## config.mk

```make
export PLATFORM = sky130hd
export DESIGN_NAME = cth_handshake
export DESIGN_NICKNAME = d
export VERILOG_FILES = /design/src/cth_sync2.v /design/src/cth_handshake.v
export VERILOG_INCLUDE_DIRS = /design/src
export SDC_FILE = /design/constraint.sdc
export NUM_CORES = 1
export LEC_CHECK = 0
export BUFFER_PORTS_ARGS = -buffer_cell sky130_fd_sc_hd__buf_2
export CAP_MARGIN = 15
export CELL_PAD_IN_SITES_DETAIL_PLACEMENT = 0
export CELL_PAD_IN_SITES_GLOBAL_PLACEMENT = 1
export CORE_MARGIN = 2
export CORE_UTILIZATION = 40
export CTS_BUF_LIST = sky130_fd_sc_hd__clkbuf_4 sky130_fd_sc_hd__clkbuf_8 sky130_fd_sc_hd__clkbuf_16
export CTS_CLUSTER_DIAMETER = 200
export DETAILED_ROUTE_END_ITERATION = 16
export GPL_TIMING_DRIVEN = 0
export PLACE_DENSITY = 0.86
export SLEW_MARGIN = 20
export SYNTH_ARGS = -nofsm -noshare
export SYNTH_HDL_FRONTEND = slang
export SYNTH_SLANG_ARGS = --single-unit
```

## constraint.sdc

```tcl
create_clock -name ref_clk_i -period 5.2 [get_ports ref_clk_i]
set_clock_uncertainty 0.2 [all_clocks]
set_input_delay 0.26 -clock ref_clk_i [delete_from_list [all_inputs] [get_ports ref_clk_i]]
set_output_delay 0.26 -clock ref_clk_i [all_outputs]
set_load 0.01 [all_outputs]
```

## src/cth_defs.vh

```
// Function
// - after busy low, processor reads memory words and presents them on bus
// - cache-hit words go to the coprocessor at the fast core clock rate
// - coprocessor clock withheld while first word fetched, delivered next cycle
// - processor reads one extra word when loading coprocessor and discards it
// - address computed once in the start cycle, base written back during transfer
// - storing to memory, processor lags coprocessor one cycle per word
// - at store start processor stalls one cycle while first word appears
// - at store end coprocessor clock stopped while last write waits for mem_ack_i (not at all if acked at once)
// - capable but unready coprocessor: absent low, busy high; processor waits
// - processor busy-waits three cycles in the catch phase before judging the lines
// - both lines high at evaluation means undefined instruction trap
`ifndef CTH_DEFS_VH
`define CTH_DEFS_VH
`define CTH_ST_IDLE    3'h0
`define CTH_ST_CATCH   3'h1
`define CTH_ST_WAIT    3'h2
`define CTH_ST_LDXFER  3'h3
`define CTH_ST_STSTALL 3'h4
`define CTH_ST_STXFER  3'h5
`define CTH_ST_STLAST  3'h6
`define CTH_ST_DONE    3'h7
`define CTH_OP_CDO     2'h0
`define CTH_OP_LOAD    2'h1
`define CTH_OP_STORE   2'h2
`define CTH_WORD_STEP  32'h00000004
`define CTH_CATCH_CYC  2'h2
`endif

```

## src/cth_sync2.v

```verilog
`timescale 1ns/1ps
module cth_sync2 #(
   parameter RESET_VAL = 1'b1
) (
   input  wire ref_clk_i,
   input  wire rstn_i,
   input  wire d_i,
   output wire q_o
);
   reg meta_q;
   reg sync_q;
   always @(posedge ref_clk_i or negedge rstn_i) begin
      if (!rstn_i) begin
         meta_q <= RESET_VAL[0];
         sync_q <= RESET_VAL[0];
      end else begin
         meta_q <= d_i;
         sync_q <= meta_q;
      end
   end
   assign q_o = sync_q;
endmodule // cth_sync2

```

## src/cth_handshake.v

```verilog
`timescale 1ns/1ps
`include "cth_defs.vh"
module cth_handshake #(
   parameter DW = 32
) (
   input  wire          ref_clk_i,
   input  wire          rstn_i,
   input  wire          start_i,
   input  wire [1:0]    op_i,
   input  wire [31:0]   base_addr_i,
   input  wire [31:0]   offset_i,
   input  wire          cache_hit_i,
   input  wire          mem_ack_i,
   input  wire [DW-1:0] mem_rdata_i,
   input  wire          coproc_absent_line_i,
   input  wire          coproc_busy_line_i,
   input  wire [DW-1:0] coproc_data_bus_i,
   output reg           coproc_instr_strobe_n_o,
   output reg           coproc_clk_en_o,
   output reg  [DW-1:0] coproc_data_bus_o,
   output reg           coproc_data_bus_oe_o,
   output reg           mem_req_o,
   output reg           mem_write_o,
   output reg           mem_seq_o,
   output reg  [31:0]   mem_addr_o,
   output reg  [DW-1:0] mem_wdata_o,
   output reg           fast_core_clock_sel_o,
   output reg           base_wb_o,
   output reg  [31:0]   base_wb_data_o,
   output reg           undef_trap_o,
   output reg           fetch_nonseq_o,
   output reg           done_o
);
   wire cpa_s;
   wire cpb_s;
   cth_sync2 u_sync_a (.ref_clk_i(ref_clk_i), .rstn_i(rstn_i),
                       .d_i(coproc_absent_line_i), .q_o(cpa_s));
   cth_sync2 u_sync_b (.ref_clk_i(ref_clk_i), .rstn_i(rstn_i),
                       .d_i(coproc_busy_line_i), .q_o(cpb_s));
   reg [2:0]    state_q;
   reg [1:0]    op_q;
   reg [31:0]   addr_q;
   reg [1:0]    catch_q;
   reg          first_q;
   // coprocessor runs off this clock through the enable: raw lines end a transfer
   // with no lag, the synchronised pair only serves the wait-phase decision
   wire         last_seen = coproc_absent_line_i & coproc_busy_line_i;
   function [31:0] next_word;
      input [31:0] a;
      begin
         next_word = a + `CTH_WORD_STEP;
      end
   endfunction
   ////////////////////////////////////////////////////////////////////////
   always @(posedge ref_clk_i or negedge rstn_i) begin
      if (!rstn_i) begin
         state_q <= `CTH_ST_IDLE;
         op_q <= `CTH_OP_CDO;
         addr_q <= 32'h00000000;
         catch_q <= 2'h0;
         first_q <= 1'b0;
         coproc_instr_strobe_n_o <= 1'b1;
         coproc_clk_en_o <= 1'b1;
         coproc_data_bus_o <= {DW{1'b0}};
         coproc_data_bus_oe_o <= 1'b0;
         mem_req_o <= 1'b0;
         mem_write_o <= 1'b0;
         mem_seq_o <= 1'b0;
         mem_addr_o <= 32'h00000000;
         mem_wdata_o <= {DW{1'b0}};
         fast_core_clock_sel_o <= 1'b0;
         base_wb_o <= 1'b0;
         base_wb_data_o <= 32'h00000000;
         undef_trap_o <= 1'b0;
         fetch_nonseq_o <= 1'b0;
         done_o <= 1'b0;
      end else begin
         base_wb_o <= 1'b0;
         undef_trap_o <= 1'b0;
         fetch_nonseq_o <= 1'b0;
         done_o <= 1'b0;
         coproc_clk_en_o <= 1'b1;
         case (state_q)
            `CTH_ST_IDLE: begin
               coproc_data_bus_oe_o <= 1'b0;
               if (start_i) begin
                  op_q <= op_i;
                  addr_q <= base_addr_i + offset_i;
                  coproc_instr_strobe_n_o <= 1'b0;
                  catch_q <= 2'h0;
                  state_q <= `CTH_ST_CATCH;
               end
            end
            `CTH_ST_CATCH: begin
               // cover the synchroniser lag before judging the lines
               if (catch_q == `CTH_CATCH_CYC) begin
                  state_q <= `CTH_ST_WAIT;
               end else begin
                  catch_q <= catch_q + 2'h1;
               end
            end
            `CTH_ST_WAIT: begin
               if (cpa_s & cpb_s) begin
                  undef_trap_o <= 1'b1;
                  coproc_instr_strobe_n_o <= 1'b1;
                  state_q <= `CTH_ST_DONE;
               end else if (!cpb_s) begin
                  coproc_instr_strobe_n_o <= 1'b1;
                  first_q <= 1'b1;
                  if (op_q == `CTH_OP_LOAD) begin
                     mem_req_o <= 1'b1;
                     mem_write_o <= 1'b0;
                     mem_seq_o <= 1'b0;
                     mem_addr_o <= addr_q;
                     coproc_clk_en_o <= 1'b0;
                     state_q <= `CTH_ST_LDXFER;
                  end else if (op_q == `CTH_OP_STORE) begin
                     state_q <= `CTH_ST_STSTALL;
                  end else begin
                     state_q <= `CTH_ST_DONE;
                  end
               end
            end
            `CTH_ST_LDXFER: begin
               // coprocessor clocked only in the cycle a word is delivered
               coproc_clk_en_o <= mem_ack_i;
               if (mem_ack_i) begin
                  first_q <= 1'b0;
                  fast_core_clock_sel_o <= cache_hit_i;
                  coproc_data_bus_o <= mem_rdata_i;
                  coproc_data_bus_oe_o <= 1'b1;
                  base_wb_o <= first_q;
                  base_wb_data_o <= addr_q;
                  // last cycle, extra word read and dropped
                  if (last_seen) begin
                     mem_req_o <= 1'b0;
                     fetch_nonseq_o <= 1'b1;
                     state_q <= `CTH_ST_DONE;
                  end else begin
                     mem_seq_o <= 1'b1;
                     mem_addr_o <= next_word(mem_addr_o);
                  end
               end
            end
            `CTH_ST_STSTALL: begin
               mem_req_o <= 1'b1;
               mem_write_o <= 1'b1;
               mem_seq_o <= 1'b0;
               mem_addr_o <= addr_q;
               mem_wdata_o <= coproc_data_bus_i;
               base_wb_o <= 1'b1;
               base_wb_data_o <= addr_q;
               state_q <= last_seen ? `CTH_ST_STLAST : `CTH_ST_STXFER;
            end
            `CTH_ST_STXFER: begin
               if (mem_ack_i) begin
                  mem_seq_o <= 1'b1;
                  mem_addr_o <= next_word(mem_addr_o);
                  mem_wdata_o <= coproc_data_bus_i;
                  if (last_seen) begin
                     state_q <= `CTH_ST_STLAST;
                  end
               end
            end
            `CTH_ST_STLAST: begin
               coproc_clk_en_o <= 1'b0;
               if (mem_ack_i) begin
                  mem_req_o <= 1'b0;
                  mem_write_o <= 1'b0;
                  fetch_nonseq_o <= 1'b1;
                  coproc_clk_en_o <= 1'b1;
                  state_q <= `CTH_ST_DONE;
               end
            end
            default: begin
               mem_req_o <= 1'b0;
               mem_seq_o <= 1'b0;
               fast_core_clock_sel_o <= 1'b0;
               coproc_data_bus_oe_o <= 1'b0;
               coproc_instr_strobe_n_o <= 1'b1;
               done_o <= 1'b1;
               state_q <= `CTH_ST_IDLE;
            end
         endcase
      end
   end
endmodule // cth_handshake

```

Yosys cells after proc, flatten, opt, wreduce, memory -nomap -nowiden
Cells that the tools add are included.

Register bits: 183.

Multiplexer cells: 64. Bitwise gates (word level): 7. $add $sub $neg: 3. Equal/unequal tests: 22. Reduce and logical (&&, ||, !) cells: 27.

Operators by type and width (number): $mux W32 (8); $pmux W32 S2 (2); $pmux W32 S4 (1); $add A32 B3 Y32 const B (1); $add A32 B32 Y32 (1); $mux W3 (10); $mux W1 (27); $ne A2 B2 Y1 const B (12); $pmux W3 S7 (1); $reduce_and A7 Y1 (3); $reduce_and A2 Y1 (6); $pmux W1 S2 (5); $reduce_or A5 Y1 (2); $eq A3 B3 Y1 const B (3); $pmux W1 S3 (3); $mux W2 (4); $reduce_and A8 Y1 (1); $reduce_bool A2 Y1 (4); $reduce_or A7 Y1 (1); $eq A3 B2 Y1 const B (2); $reduce_and A3 Y1 (2); $reduce_or A3 Y1 (2); $reduce_or A6 Y1 (1); $not A1 Y1 (5); 14 further kinds (16).

Logic depth before layout (Yosys ltp)
Depth in word-level cells: 6. Gate-level depth with buffers: 10. Depth with buffers taken out: 10.

Cells and area by module
Synthesis repeated with hierarchy kept, for this count alone.

Cell total of the unflattened synthesis: 925. Area, all modules: 9426.5 µm².

Modules (own cells, without submodules): cth_handshake (seq. area each 4481.8 µm², area each 9321.4 µm², cells an instance 921, times used 1); cth_sync2 (seq. area each 52.6 µm², area each 52.6 µm², cells an instance 2, times used 2).

Worst setup path before layout
Ideal clock, no wire load.

Kind: input to register. Start point: input base_addr_i[0]. End point: register addr_q[28]. Required time: 4.931 ns. Slack: 2.614 ns. Path buffers: 0. Arrival time: 2.317 ns. Setup time: 0.069 ns. Stages on the path: 10. Cell sequence: ha_1 fa_1 a21oi_1 or3_4 a21oi_4 a31o_4 a21oi_2 o31a_1 or4_1 nand3_1.

Longest elaborated chain between the ends: 1.

Ends and longest elaborated chain: start: declaration (RTL line cth_handshake.v:10) `input wire [31:0] base_addr_i,`; $add A32 B32 Y32 (RTL line cth_handshake.v:88) `addr_q <= base_addr_i + offset_i;`; end signal: assignment (RTL line cth_handshake.v:88); end: declaration (RTL line cth_handshake.v:42) `reg [31:0] addr_q;`.

Every way passes these cells. A chain may end at the register's enable or synchronous reset.

Worst setup path in the final report
Start point: register state_q[1]. End point: register base_wb_data_o[24].

Longest elaborated chain between the ends: 3.

Ends and longest elaborated chain: start: declaration (RTL line cth_handshake.v:40) `reg [2:0] state_q;`; start signal: assignment (RTL line cth_handshake.v:57) `` state_q <= `CTH_ST_IDLE; ``; start signal: assignment (RTL line cth_handshake.v:91) `` state_q <= `CTH_ST_CATCH; ``; start signal: assignment (RTL line cth_handshake.v:97) `` state_q <= `CTH_ST_WAIT; ``; $eq A3 B2 Y1 or $eq A3 B3 Y1 (tied branches) (RTL line cth_handshake.v:83) `case (state_q)`; $ne A2 B2 Y1 (no source line) or $reduce_bool A2 Y1 (tied branches); $reduce_and A2 Y1 (no source line); end signal: assignment (RTL line cth_handshake.v:133) `base_wb_data_o <= addr_q;`; end signal: assignment (RTL line cth_handshake.v:152) `base_wb_data_o <= addr_q;`; end: declaration (RTL line cth_handshake.v:29) `output reg [31:0] base_wb_data_o,`.

Several ways; a longest one is shown, not always the timed one.

==> reports/metrics.csv <==
metric,value,unit
Setup-failing EPs final,0,
fin nets,1477,
Crit Path Class,reg -> reg,
core area,23300,µm²
setup TNS,0,ns
TritonCTS clock tree,yes,
wl on met1,12500,µm
Clock transition at path regs,0.07,ns
global-route wire length before repair,46100,µm
Max-Cap Viols,0,
cell area after layout,12500,µm²
ys flop type,dfrtp_1,
Gate Count Post-Synth,938,
RSZ-0062 raised after global routing,false,
#FFs+latches synth,183,
cells resized by post-CTS repair,0,
"FFs w/ async S/R, synth",100,%
"Data arrival, critical path",3.15,ns
worst r2r src,state_q[1]$_DFFE_PN0P_,
Horiz. Die Dim,157,µm
drt drc,0,
pin count of the biggest net entering global routing,102,
routability cong.,0.934,
VDD IR max,0.286,mV
CTS Root Cell,clkbuf_16,
"Slew Viols, Final",0,
Final Hold Fails,0,
drt pass-1 iters,5,
share of the synthesized area in the top cell type,47.1,%
Synthesis Warnings,0,
PortBufs,275,
period utilization,58.5,%
Routed WL,30000,µm
buffer depth of the longest clock path,2,
Iteration-0 DRC Markers,551,
Chip Height,157,µm
"area leader, netlist",dfrtp_1,
CP Data Required Time,5.31,ns
PwrDens,580,nW/µm²
crit path from,state_q[1]$_DFFE_PN0P_,
Final min period,3.04,ns
total number of vias,8621,
share of layout cells above drive strength 1,28.0,%
Finished Layout Cells,1638,
Max Fanout on Critical Path,10,
initial antenna violation count,0,
Layout area overhead,33.4,%
GRT Residual Overflow,0,
row cnt,56,
LEAKAGE,5.92,nW
Worst-Margin Slew,0.690,ns
Num Clock Sinks,183,
H-tree level count,4,
Routed met3 length,2120,µm
DR top layer,met4,
Starting Density,40.4,%
placed wire-length estimate,22100,µm
vias in the first global route,8651,
status,completed,
CP startpoint kind,register,
Post-Syn Area,9400,µm²
Hold Crit Class,in -> reg,
Area contributors post-synth,"dfrtp_1 (47%), mux2_1 (6.5%), a21oi_1 (5.4%)",
Inst Count DP,1533,
Slew HR,53.9,%
area post-placement,11200,µm²
Total Routing Usage GR,24.0,%
Syn Nets,1109,
Post-DRT Antenna Nets,0,
die area,24700,µm²
sequential area share after synthesis,48.8,%
total CTS buffers,17,
hold_sp,offset_i[1],
routed vias/inst,5.26,
WL/cell,18.3,µm
met2 routed wirelength,13700,µm
Antenna diodes,0,
Pwr Total,7.28,mW
Fmax,0.329,GHz
number of synthesized flops with an enable pin,0,
CP Capture Type,register,
clk_lat worst skew,0.43,ns
post-synthesis cell type count,62,
IO Count,276,
Mean Syn Cell Area,10.0,µm²
power by group:
part | total, mW | leakage [nW] | internal, mW | switching (mW)
logic | 3.31 | 3.43 | 1.36 | 1.94
registers | 2.67 | 2.21 | 2.12 | 0.542
clock network | 1.30 | 0.284 | 0.696 | 0.609
placed cells by master (no fill, tap or decap), types with 32 or more instances in the layout:
master / netlist / final
a21oi_1: 102 / 102
buf_2: 2 / 276
clkbuf_1: 46 / 46
dfrtp_1: 177 / 177
dlygate4sd3_1: 0 / 73
ha_1: 33 / 33
mux2_1: 54 / 54
mux2_2: 44 / 44
nand2_1: 97 / 97
nand3_1: 33 / 33
nor2_1: 60 / 60
o21ai_0: 52 / 52
o21ai_1: 32 / 32
routing by layer:
layer	track usage (%)	vias to the layer above
li1	-	4125
met1	28.7	4036
met2	38.8	373
met3	5.64	87
met4	15.3	0
met5	0	-
sequential cells by signal, summed over array words and instances, names as in the netlist, 2 cells and up:
register	flops
catch_q	2
op_q	2
mem_addr_o	32
mem_wdata_o	32
state_q	3
coproc_data_bus_o	32
addr_q	32
base_wb_data_o	32
cells by family (layout without fill, tap and decap cells):
kind of cell | after synthesis | after routing | share of synthesized area, %
fa+ha+maj | 34 | 34 | 4.60
simple gates | 260 | 260 | 12.8
buf+inv | 69 | 450 | 2.78
xor+xnor | 25 | 25 | 2.33
mux | 101 | 101 | 12.1
flops | 183 | 183 | 48.8
compound gates | 266 | 266 | 16.6
through the flow:
step,hold WS (ns),setup WS [ns],util (%)
after floorplan,-0.236,2.61,-
after global placement,0.147,0.841,48.1
after detailed placement,0.0797,2.11,48.2
after CTS,0.00836,2.14,53.9
after global routing,0.0264,1.97,53.9
final,0.0210,2.16,53.9
synthesized netlist by cell type (all sizes together) (6+ instances only):
master / n
dfrtp: 177
a21oi: 104
mux2: 98
nand2: 97
o21ai: 84
nor2: 60
clkbuf: 46
ha: 33
nand3: 33
and3: 18
a21o: 17
inv: 17
nand4: 16
xnor2: 15
o22ai: 12
xor2: 10
nor3: 8
a31oi: 7
buf: 6
dfstp: 6
path summary, 6_finish.rpt:
path                                                   to  slack (ns)  depth (start not counted)
setup / recovery           base_wb_data_o[24]$_DFFE_PN0P_        2.16                          5
hold / removal                      addr_q[1]$_DFFE_PN0P_        0.02                          4
setup reg to reg           base_wb_data_o[24]$_DFFE_PN0P_        2.16                          5
hold reg to reg                    u_sync_a.q_o$_DFF_PN1_        0.16                          0
max in group asynchronous      mem_addr_o[30]$_DFFE_PN0P_        3.71                          3
min in group asynchronous             op_q[0]$_DFFE_PN0P_        0.20                          2
area by class of cell:
class                   instances  area [µm²]
clock buffers                  18         439
flip-flops and latches        183        4590
inverters                      17        63.8
repair buffers                349        2140
clock inverters                14         155
multi-input cells             686        4550
well taps                     319         399
plain buffers                  52         198
fillers                      2122       10700
what timing repair did:
action,in CTS,in global routing
hold buffers,73,0
endpoints found under the hold margin,152,0
setup buffers,0,0
worst max-delay path, cell delays in order, from the launching register on:
cell and delay (ns):
dfrtp_1 0.46, clkbuf_1 0.25, nand3_1 0.47, a21boi_1 0.66, clkbuf_1 0.49, mux2_1 0.39
No activity file was read; power rests on OpenSTA's default activity.
